### src/hw/fbsl_consts.vh
// constants for the fieldbus slave command map
// Overview of operation
// - command 0000 executes action chosen by data: 10,11,12,13,14,15,17,20
// - setting 5710 picks zero/hold/clear source: 0 terminal, 1 network bits
// - setting 5711 picks store trigger: 0 manual command, 1 network bits
// - setting 5101 sets stations occupied: 0 four, 1 two, 2 one
// - setting 5102 holds station number 1..64, upper bound shrinks with stations
// - setting 5103 picks bit rate: 10M, 5M, 2.5M, 625k, 156k
// - station count, number and rate apply only after next power-up
// - run lamp off when not joined or on carrier fault or timeout
// - run lamp lit when joined and refresh and polling arrive normally
// - error lamp off when normal, lit on frame check or setting error
// - error lamp blinks when network settings changed while linked
// - transmit lamp lit while the device transmits, three clocks behind
// - receive lamp lit while carrier detected, off otherwise
// - status word: 15 over, 14 full, 13 stable, 10..8 point, 3..1 limits
// - fault code 0 none, 1 system, 2 calibration, 3 range, 4 command
`ifndef FBSL_CONSTS_VH
`define FBSL_CONSTS_VH

// --------------------
// word addresses
// --------------------
`define FBSL_ADR_UPPER_LO   10'h1E2
`define FBSL_ADR_UPPER_HI   10'h1E3
`define FBSL_ADR_LOWER_LO   10'h1E4
`define FBSL_ADR_LOWER_HI   10'h1E5
`define FBSL_ADR_NEAR_LO    10'h1E8
`define FBSL_ADR_NEAR_HI    10'h1E9
`define FBSL_ADR_HYST_LO    10'h1EA
`define FBSL_ADR_HYST_HI    10'h1EB
`define FBSL_ADR_ARG_LO     10'h1EC
`define FBSL_ADR_ARG_HI     10'h1ED
`define FBSL_ADR_CODE       10'h1EE
`define FBSL_ADR_DISP_LO    10'h2E0
`define FBSL_ADR_DISP_HI    10'h2E1
`define FBSL_ADR_LIVE_LO    10'h2E2
`define FBSL_ADR_LIVE_HI    10'h2E3
`define FBSL_ADR_STATUS     10'h2E4
`define FBSL_ADR_RES_LO     10'h2EC
`define FBSL_ADR_RES_HI     10'h2ED
`define FBSL_ADR_ECHO       10'h2EE
`define FBSL_ADR_FAULT      10'h2EF

// --------------------
// command numbers and execution codes
// --------------------
`define FBSL_CMD_EXEC       16'h0000
`define FBSL_CMD_POLL       16'h0001
`define FBSL_CMD_POLL_ST    16'h0002
`define FBSL_CMD_POLL_VAL   16'h0003
`define FBSL_SET_CTRL_SRC   16'h5710
`define FBSL_SET_MEM_SRC    16'h5711
`define FBSL_SET_STATIONS   16'h5101
`define FBSL_SET_STN_NO     16'h5102
`define FBSL_SET_SPEED      16'h5103
`define FBSL_EX_ZERO        32'h00000010
`define FBSL_EX_ZERO_CLR    32'h00000011
`define FBSL_EX_HOLD_ON     32'h00000012
`define FBSL_EX_HOLD_OFF    32'h00000013
`define FBSL_EX_HOLD_LOCK   32'h00000014
`define FBSL_EX_HOLD_CLR    32'h00000015
`define FBSL_EX_HOME        32'h00000017
`define FBSL_EX_STRAIN      32'h00000020

// --------------------
// setting ranges and defaults
// --------------------
`define FBSL_STATIONS_MAX   2'h2
`define FBSL_SPEED_MAX      3'h4
`define FBSL_STN_MIN        7'h01
`define FBSL_STN_MAX_4      7'h3D
`define FBSL_STN_MAX_2      7'h3F
`define FBSL_STN_MAX_1      7'h40

// --------------------
// command state and fault codes
// --------------------
`define FBSL_CST_STANDBY    2'h0
`define FBSL_CST_EXEC       2'h1
`define FBSL_CST_ERROR      2'h2
`define FBSL_FLT_NONE       16'h0000
`define FBSL_FLT_SYSTEM     16'h0001
`define FBSL_FLT_CAL        16'h0002
`define FBSL_FLT_RANGE      16'h0003
`define FBSL_FLT_CMD        16'h0004

// --------------------
// timing
// --------------------
`define FBSL_CLK_HZ         20000000
`define FBSL_BLINK_MS       250
`define FBSL_BLINK_CYC      ((`FBSL_CLK_HZ / 1000) * `FBSL_BLINK_MS)

`endif

### src/hw/fbsl_sync.v
// two-stage synchroniser bank for asynchronous inputs
`timescale 1ns/100ps
module fbsl_sync #(
  parameter WIDTH = 1
) (
  input  wire             clk_i,
  input  wire             rst_n_i,
  input  wire [WIDTH-1:0] async_i,
  output wire [WIDTH-1:0] sync_o
);
  reg [WIDTH-1:0] stage1;
  reg [WIDTH-1:0] stage2;

  genvar g;
  generate
    for (g = 0; g < WIDTH; g = g + 1) begin : bit_sync
      always @(posedge clk_i or negedge rst_n_i) begin
        if (!rst_n_i) begin
          stage1[g] <= 1'b0;
          stage2[g] <= 1'b0;
        end else begin
          stage1[g] <= async_i[g];
          stage2[g] <= stage1[g];
        end
      end
    end
  endgenerate

  assign sync_o = stage2;
endmodule

### src/hw/fbsl_top.v
// fieldbus slave command map: link words, commands, settings and lamps
`timescale 1ns/100ps
`include "fbsl_consts.vh"
module fbsl_top #(
  parameter BLINK_CYC = `FBSL_BLINK_CYC
) (
  input  wire        clk_i,
  input  wire        nrst_i,
  // link word access
  input  wire [9:0]  link_addr_i,
  input  wire [15:0] link_wdata_i,
  input  wire        link_we_i,
  input  wire        link_re_i,
  output reg  [15:0] link_rdata_o,
  // link state
  input  wire        carrier_i,
  input  wire        transmitting_i,
  input  wire        joined_i,
  input  wire        refresh_ok_i,
  input  wire        timeout_i,
  input  wire        crc_err_i,
  // local setting port
  input  wire        set_we_i,
  input  wire [15:0] set_num_i,
  input  wire [15:0] set_val_i,
  output reg         set_err_o,
  // stored network settings, caught at power-up
  input  wire        nv_ctrl_src_i,
  input  wire        nv_mem_src_i,
  input  wire [1:0]  nv_stations_i,
  input  wire [6:0]  nv_station_no_i,
  input  wire [2:0]  nv_speed_i,
  output reg  [1:0]  pend_stations_o,
  output reg  [6:0]  pend_station_no_o,
  output reg  [2:0]  pend_speed_o,
  output reg  [1:0]  act_stations_o,
  output reg  [6:0]  act_station_no_o,
  output reg  [2:0]  act_speed_o,
  // measurement side
  input  wire [31:0] display_value_i,
  input  wire [31:0] live_input_value_i,
  input  wire        over_i,
  input  wire        full_i,
  input  wire        stable_i,
  input  wire        strain_i,
  input  wire [2:0]  point_pos_i,
  input  wire        hold_active_i,
  input  wire        zone_hold_i,
  input  wire        near_zero_i,
  input  wire        upper_limit_flag_i,
  input  wire        ok_flag_i,
  input  wire        lower_limit_flag_i,
  input  wire        sys_fault_i,
  input  wire        cal_fault_i,
  input  wire        range_fault_i,
  // control inputs
  input  wire        term_zero_i,
  input  wire        term_hold_i,
  input  wire        term_clear_i,
  input  wire        rio_zero_i,
  input  wire        rio_hold_i,
  input  wire        rio_clear_i,
  input  wire        store_cmd_i,
  input  wire        rio_store_i,
  output reg         ctrl_zero_o,
  output reg         ctrl_hold_o,
  output reg         ctrl_clear_o,
  output reg         store_trig_o,
  // setpoints
  output reg  [31:0] upper_limit_setpoint_o,
  output reg  [31:0] lower_limit_setpoint_o,
  output reg  [31:0] near_zero_setpoint_o,
  output reg  [31:0] hysteresis_setting_o,
  // actions
  output reg         zero_apply_o,
  output reg         zero_clear_o,
  output reg         hold_start_o,
  output reg         hold_end_o,
  output reg         hold_lock_o,
  output reg         hold_clear_o,
  output reg         home_screen_o,
  output reg         strain_disp_o,
  output reg  [1:0]  command_state_byte_o,
  // lamps
  output reg         run_lamp_o,
  output reg         err_lamp_o,
  output reg         transmit_lamp_o,
  output reg         receive_lamp_o
);
  // --------------------
  // reset release and input synchronisers
  // --------------------
  localparam ST_IDLE = 2'h0;
  localparam ST_EXEC = 2'h1;

  reg  [1:0]  rst_pipe;
  wire        rst_n = rst_pipe[1];
  wire [4:0]  pin_sync;
  wire        carrier_s = pin_sync[0];
  wire        tx_s      = pin_sync[1];
  wire        tzero_s   = pin_sync[2];
  wire        thold_s   = pin_sync[3];
  wire        tclear_s  = pin_sync[4];

  always @(posedge clk_i or negedge nrst_i) begin
    if (!nrst_i) begin
      rst_pipe <= 2'h0;
    end else begin
      rst_pipe <= {rst_pipe[0], 1'b1};
    end
  end

  fbsl_sync #(.WIDTH(5)) u_sync (
    .clk_i   (clk_i),
    .rst_n_i (rst_n),
    .async_i ({term_clear_i, term_hold_i, term_zero_i, transmitting_i, carrier_i}),
    .sync_o  (pin_sync)
  );

  // --------------------
  // settings
  // --------------------
  reg         ctrl_src;
  reg         mem_src;
  reg         loaded;
  reg  [1:0]  state;
  reg  [15:0] cmd_code;
  reg  [31:0] cmd_arg;
  reg  [31:0] cmd_result;
  reg  [15:0] cmd_echo;
  reg         cmd_fault;
  reg         net_set_we;
  reg         net_set_ok;
  reg  [6:0]  next_stn_max;
  reg  [6:0]  act_stn_max;
  reg  [15:0] sel_num;
  reg  [15:0] sel_val;
  reg         sel_we;
  reg         sel_ok;

  // station upper bound shrinks with stations occupied
  always @* begin
    case (pend_stations_o)
      2'h0:    next_stn_max = `FBSL_STN_MAX_4;
      2'h1:    next_stn_max = `FBSL_STN_MAX_2;
      default: next_stn_max = `FBSL_STN_MAX_1;
    endcase
    case (act_stations_o)
      2'h0:    act_stn_max = `FBSL_STN_MAX_4;
      2'h1:    act_stn_max = `FBSL_STN_MAX_2;
      default: act_stn_max = `FBSL_STN_MAX_1;
    endcase
  end

  wire        is_set  = (cmd_code == `FBSL_SET_CTRL_SRC) || (cmd_code == `FBSL_SET_MEM_SRC) ||
                        (cmd_code == `FBSL_SET_STATIONS) || (cmd_code == `FBSL_SET_STN_NO) ||
                        (cmd_code == `FBSL_SET_SPEED);
  // exec checks a network setting here too; a local write meanwhile is lost
  wire        use_net = net_set_we | ((state == ST_EXEC) & is_set);

  // network setting commands take the port over local writes
  always @* begin
    sel_we  = net_set_we | (set_we_i & ~use_net);
    sel_num = use_net ? cmd_code : set_num_i;
    sel_val = use_net ? cmd_arg[15:0] : set_val_i;
    if (sel_num == `FBSL_SET_CTRL_SRC || sel_num == `FBSL_SET_MEM_SRC) begin
      sel_ok = (sel_val <= 16'h0001);
    end else if (sel_num == `FBSL_SET_STATIONS) begin
      sel_ok = (sel_val <= {14'h0000, `FBSL_STATIONS_MAX});
    end else if (sel_num == `FBSL_SET_STN_NO) begin
      sel_ok = (sel_val >= {9'h000, `FBSL_STN_MIN}) && (sel_val <= {9'h000, next_stn_max});
    end else if (sel_num == `FBSL_SET_SPEED) begin
      sel_ok = (sel_val <= {13'h0000, `FBSL_SPEED_MAX});
    end else begin
      sel_ok = 1'b0;
    end
  end

  always @(posedge clk_i or negedge rst_n) begin
    if (!rst_n) begin
      loaded            <= 1'b0;
      ctrl_src          <= 1'b0;
      mem_src           <= 1'b0;
      pend_stations_o   <= 2'h0;
      pend_station_no_o <= `FBSL_STN_MIN;
      pend_speed_o      <= 3'h0;
      act_stations_o    <= 2'h0;
      act_station_no_o  <= `FBSL_STN_MIN;
      act_speed_o       <= 3'h0;
      set_err_o         <= 1'b0;
    end else if (!loaded) begin
      loaded            <= 1'b1;
      ctrl_src          <= nv_ctrl_src_i;
      mem_src           <= nv_mem_src_i;
      pend_stations_o   <= nv_stations_i;
      pend_station_no_o <= nv_station_no_i;
      pend_speed_o      <= nv_speed_i;
      act_stations_o    <= nv_stations_i;
      act_station_no_o  <= nv_station_no_i;
      act_speed_o       <= nv_speed_i;
      set_err_o         <= 1'b0;
    end else begin
      set_err_o <= sel_we & ~sel_ok & ~net_set_we;
      if (sel_we && sel_ok) begin
        if (sel_num == `FBSL_SET_CTRL_SRC) begin
          ctrl_src <= sel_val[0];
        end else if (sel_num == `FBSL_SET_MEM_SRC) begin
          mem_src <= sel_val[0];
        end else if (sel_num == `FBSL_SET_STATIONS) begin
          pend_stations_o <= sel_val[1:0];
        end else if (sel_num == `FBSL_SET_STN_NO) begin
          pend_station_no_o <= sel_val[6:0];
        end else begin
          pend_speed_o <= sel_val[2:0];
        end
      end
    end
  end

  // --------------------
  // control source and store trigger
  // --------------------
  always @(posedge clk_i or negedge rst_n) begin
    if (!rst_n) begin
      ctrl_zero_o  <= 1'b0;
      ctrl_hold_o  <= 1'b0;
      ctrl_clear_o <= 1'b0;
      store_trig_o <= 1'b0;
    end else begin
      ctrl_zero_o  <= ctrl_src ? rio_zero_i  : tzero_s;
      ctrl_hold_o  <= ctrl_src ? rio_hold_i  : thold_s;
      ctrl_clear_o <= ctrl_src ? rio_clear_i : tclear_s;
      store_trig_o <= mem_src ? rio_store_i : store_cmd_i;
    end
  end

  // --------------------
  // output words and command sequencer
  // --------------------
  wire wr_code = link_we_i && (link_addr_i == `FBSL_ADR_CODE);

  always @(posedge clk_i or negedge rst_n) begin
    if (!rst_n) begin
      upper_limit_setpoint_o <= 32'h00000000;
      lower_limit_setpoint_o <= 32'h00000000;
      near_zero_setpoint_o   <= 32'h00000000;
      hysteresis_setting_o   <= 32'h00000000;
      cmd_arg                <= 32'h00000000;
    end else if (link_we_i) begin
      if (link_addr_i == `FBSL_ADR_UPPER_LO) begin
        upper_limit_setpoint_o[15:0] <= link_wdata_i;
      end else if (link_addr_i == `FBSL_ADR_UPPER_HI) begin
        upper_limit_setpoint_o[31:16] <= link_wdata_i;
      end else if (link_addr_i == `FBSL_ADR_LOWER_LO) begin
        lower_limit_setpoint_o[15:0] <= link_wdata_i;
      end else if (link_addr_i == `FBSL_ADR_LOWER_HI) begin
        lower_limit_setpoint_o[31:16] <= link_wdata_i;
      end else if (link_addr_i == `FBSL_ADR_NEAR_LO) begin
        near_zero_setpoint_o[15:0] <= link_wdata_i;
      end else if (link_addr_i == `FBSL_ADR_NEAR_HI) begin
        near_zero_setpoint_o[31:16] <= link_wdata_i;
      end else if (link_addr_i == `FBSL_ADR_HYST_LO) begin
        hysteresis_setting_o[15:0] <= link_wdata_i;
      end else if (link_addr_i == `FBSL_ADR_HYST_HI) begin
        hysteresis_setting_o[31:16] <= link_wdata_i;
      end else if (link_addr_i == `FBSL_ADR_ARG_LO) begin
        cmd_arg[15:0] <= link_wdata_i;
      end else if (link_addr_i == `FBSL_ADR_ARG_HI) begin
        cmd_arg[31:16] <= link_wdata_i;
      end
    end
  end

  // a code written while executing is dropped; the master must wait for standby
  always @(posedge clk_i or negedge rst_n) begin
    if (!rst_n) begin
      state                <= ST_IDLE;
      cmd_code             <= 16'h0000;
      cmd_echo             <= 16'h0000;
      cmd_result           <= 32'h00000000;
      cmd_fault            <= 1'b0;
      net_set_we           <= 1'b0;
      command_state_byte_o <= `FBSL_CST_STANDBY;
      {zero_apply_o, zero_clear_o, hold_start_o, hold_end_o} <= 4'h0;
      {hold_lock_o, hold_clear_o, home_screen_o, strain_disp_o} <= 4'h0;
    end else begin
      {zero_apply_o, zero_clear_o, hold_start_o, hold_end_o} <= 4'h0;
      {hold_lock_o, hold_clear_o, home_screen_o, strain_disp_o} <= 4'h0;
      net_set_we <= 1'b0;
      case (state)
        ST_IDLE: begin
          if (wr_code) begin
            cmd_code             <= link_wdata_i;
            state                <= ST_EXEC;
            command_state_byte_o <= `FBSL_CST_EXEC;
          end
        end
        ST_EXEC: begin
          state     <= ST_IDLE;
          cmd_fault <= 1'b0;
          cmd_echo   <= cmd_code;
          cmd_result <= cmd_arg;
          command_state_byte_o <= `FBSL_CST_STANDBY;
          if (cmd_code == `FBSL_CMD_EXEC) begin
            if (cmd_arg == `FBSL_EX_ZERO) begin
              zero_apply_o <= 1'b1;
            end else if (cmd_arg == `FBSL_EX_ZERO_CLR) begin
              zero_clear_o <= 1'b1;
            end else if (cmd_arg == `FBSL_EX_HOLD_ON) begin
              hold_start_o <= 1'b1;
            end else if (cmd_arg == `FBSL_EX_HOLD_OFF) begin
              hold_end_o <= 1'b1;
            end else if (cmd_arg == `FBSL_EX_HOLD_LOCK) begin
              hold_lock_o <= 1'b1;
            end else if (cmd_arg == `FBSL_EX_HOLD_CLR) begin
              hold_clear_o <= 1'b1;
            end else if (cmd_arg == `FBSL_EX_HOME) begin
              home_screen_o <= 1'b1;
            end else if (cmd_arg == `FBSL_EX_STRAIN) begin
              strain_disp_o <= 1'b1;
            end else begin
              cmd_fault            <= 1'b1;
              command_state_byte_o <= `FBSL_CST_ERROR;
            end
          end else if (cmd_code == `FBSL_CMD_POLL || cmd_code == `FBSL_CMD_POLL_ST ||
                       cmd_code == `FBSL_CMD_POLL_VAL) begin
            cmd_result <= display_value_i;
          end else if (is_set && sel_ok) begin
            net_set_we <= 1'b1;
          end else begin
            cmd_fault            <= 1'b1;
            command_state_byte_o <= `FBSL_CST_ERROR;
          end
        end
        default: begin
          state <= ST_IDLE;
        end
      endcase
    end
  end

  // --------------------
  // input words
  // --------------------
  reg [15:0] status_word;
  reg [15:0] fault_word;

  always @* begin
    status_word = {over_i, full_i, stable_i, strain_i, 1'b0, point_pos_i,
                   hold_active_i, zone_hold_i, near_zero_i, 1'b0,
                   upper_limit_flag_i, ok_flag_i, lower_limit_flag_i, 1'b0};
    if (sys_fault_i) begin
      fault_word = `FBSL_FLT_SYSTEM;
    end else if (cal_fault_i) begin
      fault_word = `FBSL_FLT_CAL;
    end else if (range_fault_i) begin
      fault_word = `FBSL_FLT_RANGE;
    end else if (cmd_fault) begin
      fault_word = `FBSL_FLT_CMD;
    end else begin
      fault_word = `FBSL_FLT_NONE;
    end
  end

  // output words are write-only and read back as zero
  always @(posedge clk_i or negedge rst_n) begin
    if (!rst_n) begin
      link_rdata_o <= 16'h0000;
    end else if (link_re_i) begin
      if (link_addr_i == `FBSL_ADR_DISP_LO) begin
        link_rdata_o <= display_value_i[15:0];
      end else if (link_addr_i == `FBSL_ADR_DISP_HI) begin
        link_rdata_o <= display_value_i[31:16];
      end else if (link_addr_i == `FBSL_ADR_LIVE_LO) begin
        link_rdata_o <= live_input_value_i[15:0];
      end else if (link_addr_i == `FBSL_ADR_LIVE_HI) begin
        link_rdata_o <= live_input_value_i[31:16];
      end else if (link_addr_i == `FBSL_ADR_STATUS) begin
        link_rdata_o <= status_word;
      end else if (link_addr_i == `FBSL_ADR_RES_LO) begin
        link_rdata_o <= cmd_result[15:0];
      end else if (link_addr_i == `FBSL_ADR_RES_HI) begin
        link_rdata_o <= cmd_result[31:16];
      end else if (link_addr_i == `FBSL_ADR_ECHO) begin
        link_rdata_o <= cmd_echo;
      end else if (link_addr_i == `FBSL_ADR_FAULT) begin
        link_rdata_o <= fault_word;
      end else begin
        link_rdata_o <= 16'h0000;
      end
    end
  end

  // --------------------
  // lamps
  // --------------------
  reg  [23:0] blink_cnt;
  reg         blink_phase;
  wire        act_bad  = (act_stations_o > `FBSL_STATIONS_MAX) ||
                         (act_station_no_o < `FBSL_STN_MIN) ||
                         (act_station_no_o > act_stn_max) ||
                         (act_speed_o > `FBSL_SPEED_MAX);
  wire        changed  = (pend_stations_o != act_stations_o) ||
                         (pend_station_no_o != act_station_no_o) ||
                         (pend_speed_o != act_speed_o);

  always @(posedge clk_i or negedge rst_n) begin
    if (!rst_n) begin
      blink_cnt       <= 24'h000000;
      blink_phase     <= 1'b0;
      run_lamp_o      <= 1'b0;
      err_lamp_o      <= 1'b0;
      transmit_lamp_o <= 1'b0;
      receive_lamp_o  <= 1'b0;
    end else begin
      if (blink_cnt == BLINK_CYC[23:0] - 24'h000001) begin
        blink_cnt   <= 24'h000000;
        blink_phase <= ~blink_phase;
      end else begin
        blink_cnt <= blink_cnt + 24'h000001;
      end
      run_lamp_o <= joined_i & refresh_ok_i & carrier_s & ~timeout_i;
      if (crc_err_i || act_bad) begin
        err_lamp_o <= 1'b1;
      end else if (changed && joined_i) begin
        err_lamp_o <= blink_phase;
      end else begin
        err_lamp_o <= 1'b0;
      end
      transmit_lamp_o <= tx_s;
      receive_lamp_o  <= carrier_s;
    end
  end
endmodule

### config.mk
export PLATFORM = sky130hd
export DESIGN_NAME = fbsl_top
export DESIGN_NICKNAME = d
export VERILOG_FILES = /design/src/hw/fbsl_sync.v /design/src/hw/fbsl_top.v
export VERILOG_INCLUDE_DIRS = /design/src /design/src/hw
export SDC_FILE = /design/constraint.sdc
export NUM_CORES = 1
export LEC_CHECK = 0
export ABC_AREA = 1
export BUFFER_PORTS_ARGS = -buffer_cell sky130_fd_sc_hd__buf_4
export CAP_MARGIN = 20
export CORE_UTILIZATION = 54
export CTS_CLUSTER_SIZE = 40
export DETAILED_ROUTE_END_ITERATION = 12
export PLACE_DENSITY = 0.79
export SLEW_MARGIN = 20
export SYNTH_ARGS = -nofsm -noshare
export SYNTH_HDL_FRONTEND = slang
export SYNTH_SLANG_ARGS = --single-unit
export TNS_END_PERCENT = 50
### constraint.sdc
create_clock -name clk_i -period 10.92 [get_ports clk_i]
set_input_delay 1.638 -clock clk_i [delete_from_list [all_inputs] [get_ports clk_i]]
set_output_delay 1.638 -clock clk_i [all_outputs]
set_load 0.1 [all_outputs]
Word-level counts from Yosys, hierarchy flattened. Cells that the tools add are included. Widths: inputs -> output; s select.

Register bits: 327. Word-level logic and storage cells: 324.

$add $sub $neg: 1. $lt $le $gt $ge: 9. Eq/ne operators: 58. Muxes and demuxes: 136. Bitwise operators: 23. Reductions and logical operators: 40.

Operators with widths (count): $eq 32x5->1 const B (7); $eq 16x15->1 const B (10); $mux 16 (10); $eq 10x9->1 const B (11); $eq 10x10->1 const B (9); $mux 1 (85); $mux 32 (2); $mux 7 (6); $mux 2 (18); $mux 3 (11); $eq 16x2->1 const B (2); $eq 32x6->1 const B (1); $pmux 7 s2 (2); $add 24x1->24 const B (1); $eq 24x23->1 const B (1); $mux 24 (1); $eq 16x1->1 const B (1); $ge 16x1->1 const B (1); $le 16x1->1 const B (1); $le 16x2->1 const B (1); $le 16x3->1 const B (1); $le 16x7->1 (1); $logic_not 16->1 (1); $reduce_and 5->1 (3); 27 further kinds (80).

Logic depth before layout (Yosys ltp).
Word-level depth: 18. Gate-level depth with buffers: 26.

Hierarchy. From an unflattened synthesis, not the netlist that was laid out.

Cells, all modules: 1784. Area, all modules: 14964.4 sq um.

By module, submodules not included: fbsl_top (instances 1, cells each 1774, area each 14714.1 sq um, seq. area each 7885.1 sq um); fbsl_sync (instances 1, cells each 10, area each 250.2 sq um, seq. area each 250.2 sq um).

Worst setup path after synthesis. Ideal clock, no wire load.

Path type: input port to flip-flop. Start point: in set_val_i[1]. End point: reg pend_station_no_o[5]. Library setup time: 0.122 ns. Data arrival time: 3.429 ns. Data required time: 10.798 ns. Setup slack: 7.368 ns. Stages on the path: 16. Buffers on the path: 0. Cell sequence: o21ai_1 > inv_1 > ha_1 > a21oi_1 > o31ai_1 > nand2_1 > nand2_1 > a21o_1 > a21oi_1 > nand3_1 > nand3_2 > nand3_2 > nand2_4 > nand3_2 > nand2_1 > nand2_1.

Word-level cells in the longest chain between the ends: 9.

RTL lines: start, declared (line fbsl_top.v:25) `input wire [15:0] set_val_i,`; $mux 16 (*) (line fbsl_top.v:165) `sel_val = use_net ? cmd_arg[15:0] : set_val_i;`; $le 16x3->1, or another cell as far along (line fbsl_top.v:173) `` sel_ok = (sel_val <= {13'h0000, `FBSL_SPEED_MAX}); ``; $mux 1 or $logic_and 1x1->1 (tied branches) (line fbsl_top.v:172, fbsl_top.v:171); $mux 1 (line fbsl_top.v:170) `` end else if (sel_num == `FBSL_SET_STN_NO) begin ``; $mux 1 (line fbsl_top.v:168) `` end else if (sel_num == `FBSL_SET_STATIONS) begin ``; $mux 1 (*) (line fbsl_top.v:166) `` if (sel_num == `FBSL_SET_CTRL_SRC || sel_num == `FBSL_SET_MEM_SRC) begin ``; $logic_and 1x1->1 (*) (line fbsl_top.v:204) `if (sel_we && sel_ok) begin`; $ne 2x1->1 (no line) (*); $reduce_and 5->1 (no line) (*); end signal, assigned (line fbsl_top.v:185) `` pend_station_no_o <= `FBSL_STN_MIN; ``; end signal, assigned (line fbsl_top.v:196) `pend_station_no_o <= nv_station_no_i;`; end signal, assigned (line fbsl_top.v:212) `pend_station_no_o <= sel_val[6:0];`; end, declared (line fbsl_top.v:34) `output reg [6:0] pend_station_no_o,`.

Every way passes the cells marked *; elsewhere a longest branch is shown, timed or not. A chain may end at the register's enable or synchronous reset.

Worst setup path in the final report.
Start point: in link_addr_i[9]. End point: reg cmd_code[2].

Word-level cells in the longest chain between the ends: 3.

RTL lines: start, declared (line fbsl_top.v:10) `input wire [9:0] link_addr_i,`; $eq 10x9->1 (no line); $logic_and 1x1->1 (line fbsl_top.v:240) `` wire wr_code = link_we_i && (link_addr_i == `FBSL_ADR_CODE); ``; $reduce_and 2->1 (no line); end signal, assigned (line fbsl_top.v:293) `cmd_code <= link_wdata_i;`; end, declared (line fbsl_top.v:127) `reg [15:0] cmd_code;`.

No other way between the ends.

==> reports/qor.yml <==
sta:
  setup_violations: 0
  fmax_mhz: 244
  finalHoldViolations: 0
  drv_slew: 0
  worst_slew_pin_slew_ns: 1.04
  final.setup.worst_slack_ns: 6.82
  slew_headroom: 0.305
  setup_tns_ns: 0
  finClkSkew_ns: 0.0203
  period_share: 0.375
  period_needed_ns: 4.10
  rsz0062_at_grt: "no"
place:
  gp_congestion: 0.929
  place_area_um2: 17800
  placedCellCount: 2437
  port_buffers: 357
  pre_cts_ws_ns: 6.46
  dp_hpwl_um: 32600
logic_synthesis:
  synth_area_um2: 15000
  yosysWarnings: 0
  synth_edf_count: 0
  syn_inst: 1784
  synth-seq-cells: 325
  avgSynthCellArea_um2: 8.39
  synthFlopType: "dfrtp_1"
  yosysSeqAreaShare: 0.544
  synth_cell_types: 50
  async_flop_share: 1.00
clock_tree:
  htreeDepth: 2
  cts_hold_buf: 0
  ctsResizeCount: 0
  cts_setup_buffers: 0
  clk_latency_ns: 0.52
  cts.clk_slew.worst_paths_ns: 0.06
  cts.sinks: 325
  cts_made_buffers: 35
  tritoncts: "done"
  clockBufferDepth: 3
  cts-root-buf: "clkbuf_16"
power_and_ir_drop:
  ir_drop_mv: 0.109
  p_per_area_nw_per_um2: 150
  power.leakage_nw: 9.59
  p_total_mw: 2.87
finish:
  fin_nets: 2289
  num_antenna_cells: 0
  multi_input_area_um2: 5860
  final_cells: 2501
  syn_to_final_growth_pct: 27.4
  fillers: 2152
  final_cell_mix: "461 x nand2_1, 365 x buf_4, 321 x dfrtp_1"
  drive_above_1_share: 0.222
  final_common_cell: "nand2_1"
  stdcell_area_um2: 19100
  area.sequential_um2: 8140
drt:
  drtPass1Iterations: 7
  ant_nets: 0
  postRouteWirelength_um: 46000
  viasPerCell: 5.58
  drt_iter0_drc: 1162
  post_drt_wl_per_cell_um: 18.4
  num_vias: 14000
  drc: 0
critical_path:
  arrival_ns: 4.44
  crit_type: "in2reg"
  path_max_fanout: 18
  critPathRequiredTime_ns: 11.26
  endpoint_kind: "flop"
  cp-start-kind: "input pin"
floorplan:
  die_h_um: 168
  die_w_um: 168
  start_util: 0.552
  ios: 358
  coreArea_um2: 27100
  die_area_um2: 28400
  num_rows: 60
global_route:
  grt_pass1_vias: 13600
  grt_pass1_wl_um: 72700
  grtUsageTotal: 0.329
  antenna_found_initial: 0
  grt_max_degree: 84
  grt-ovfl-total: 0
worst_hold_path:
  hold_class: "reg2reg"
status:
  status: "finished, final reports clean"
run:
  drv_cap: 0
Yosys cell counts, types with 8 or more instances:
library cell | n | area, um2
nand2_1 | 461 | 1730
dfrtp_1 | 323 | 8080
o21ai_0 | 254 | 1270
inv_1 | 167 | 627
nor2_1 | 114 | 428
nand3_1 | 84 | 420
clkbuf_1 | 75 | 282
a21oi_1 | 69 | 345
nand4_1 | 37 | 231
nor3_1 | 30 | 150
o22ai_1 | 22 | 138
a221oi_1 | 20 | 175
nor4_1 | 18 | 113
ha_1 | 15 | 188
xor2_1 | 11 | 96.3
nand2_2 | 9 | 56.3
nand3b_1 | 8 | 60.1
final cells by class:
class	count	share of cell area
Multi-Input combinational cell	1202	0.307
Timing Repair Buffer	367	0.145
Sequential cell	325	0.427
Clock inverter	15	0.00847
Inverter	172	0.0339
Tap cell	372	0.0244
Clock buffer	48	0.0539
stage by stage:
stage                      util  hold WS [ns]
final                     0.703         0.347
after global routing      0.703         0.360
after CTS                 0.702         0.350
after detailed placement  0.658         0.336
after global placement    0.658         0.332
after floorplan               -         0.331
metal layers:
metal  global-route usage  up-vias  share of wire
met5                    0        -              0
met1                0.424     6672           0.40
met3               0.0914      107          0.096
met4                0.122        0          0.036
met2                0.532      658           0.47
li1                     -     6525              -
sequential cells by signal (all words and copies together) (netlist names), 3 cells and up:
| register | cells |
|---|---|
| u_sync.sync_o | 5 |
| cmd_result | 32 |
| near_zero_setpoint_o | 32 |
| cmd_code | 16 |
| cmd_arg | 32 |
| u_sync.stage1 | 5 |
| blink_cnt | 24 |
| pend_speed_o | 3 |
| link_rdata_o | 16 |
| upper_limit_setpoint_o | 32 |
| cmd_echo | 16 |
| act_station_no_o | 7 |
| hysteresis_setting_o | 32 |
| lower_limit_setpoint_o | 32 |
| pend_station_no_o | 7 |
| act_speed_o | 3 |
logic make-up after synthesis:
| family | Yosys count | share of synthesized area |
|---|---|---|
| fa+ha+maj | 15 | 0.0125 |
| simple gates | 785 | 0.226 |
| xor+xnor | 15 | 0.00878 |
| buf+inv | 258 | 0.0678 |
| flops | 325 | 0.544 |
| other cells | 1 | 0.000251 |
| mux | 4 | 0.00301 |
| compound gates | 381 | 0.138 |
power by group:
| part | internal (mW) | switching (mW) |
|---|---|---|
| registers | 1.24 | 0.0329 |
| clock network | 0.732 | 0.488 |
| logic | 0.103 | 0.274 |
| total | 2.07 | 0.795 |
worst max-delay path: stages:
cell and delay, ns:
buf_4 0.11, nor2_1 0.50, inv_1 0.19, nor3_1 0.28, nand2_1 0.17, nor2_1 0.64, clkinv_1 0.58, nand2_1 0.20
o21ai_0 0.12
path summary, 6_finish.rpt:
check	start	endpoint	slack, ns	cells past startpoint
worst min-delay path	u_sync.sync_o[1]$_DFF_PN0_	transmit_lamp_o$_DFF_PN0_	0.35	0
max in group asynchronous	rst_pipe[1]$_DFF_PN0_	zero_clear_o$_DFF_PN0_	8.35	2
min in group asynchronous	rst_pipe[1]$_DFF_PN0_	lower_limit_setpoint_o[2]$_DFFE_PN0P_	0.39	0
worst max register to register	cmd_code[7]$_DFFE_PN0P_	pend_station_no_o[6]$_DFFE_PN0P_	6.88	24
worst min register to register	u_sync.sync_o[1]$_DFF_PN0_	transmit_lamp_o$_DFF_PN0_	0.35	0
worst max-delay path	link_addr_i[9]	cmd_code[2]$_DFFE_PN0P_	6.82	9
(Power assumes the default switching activity.)
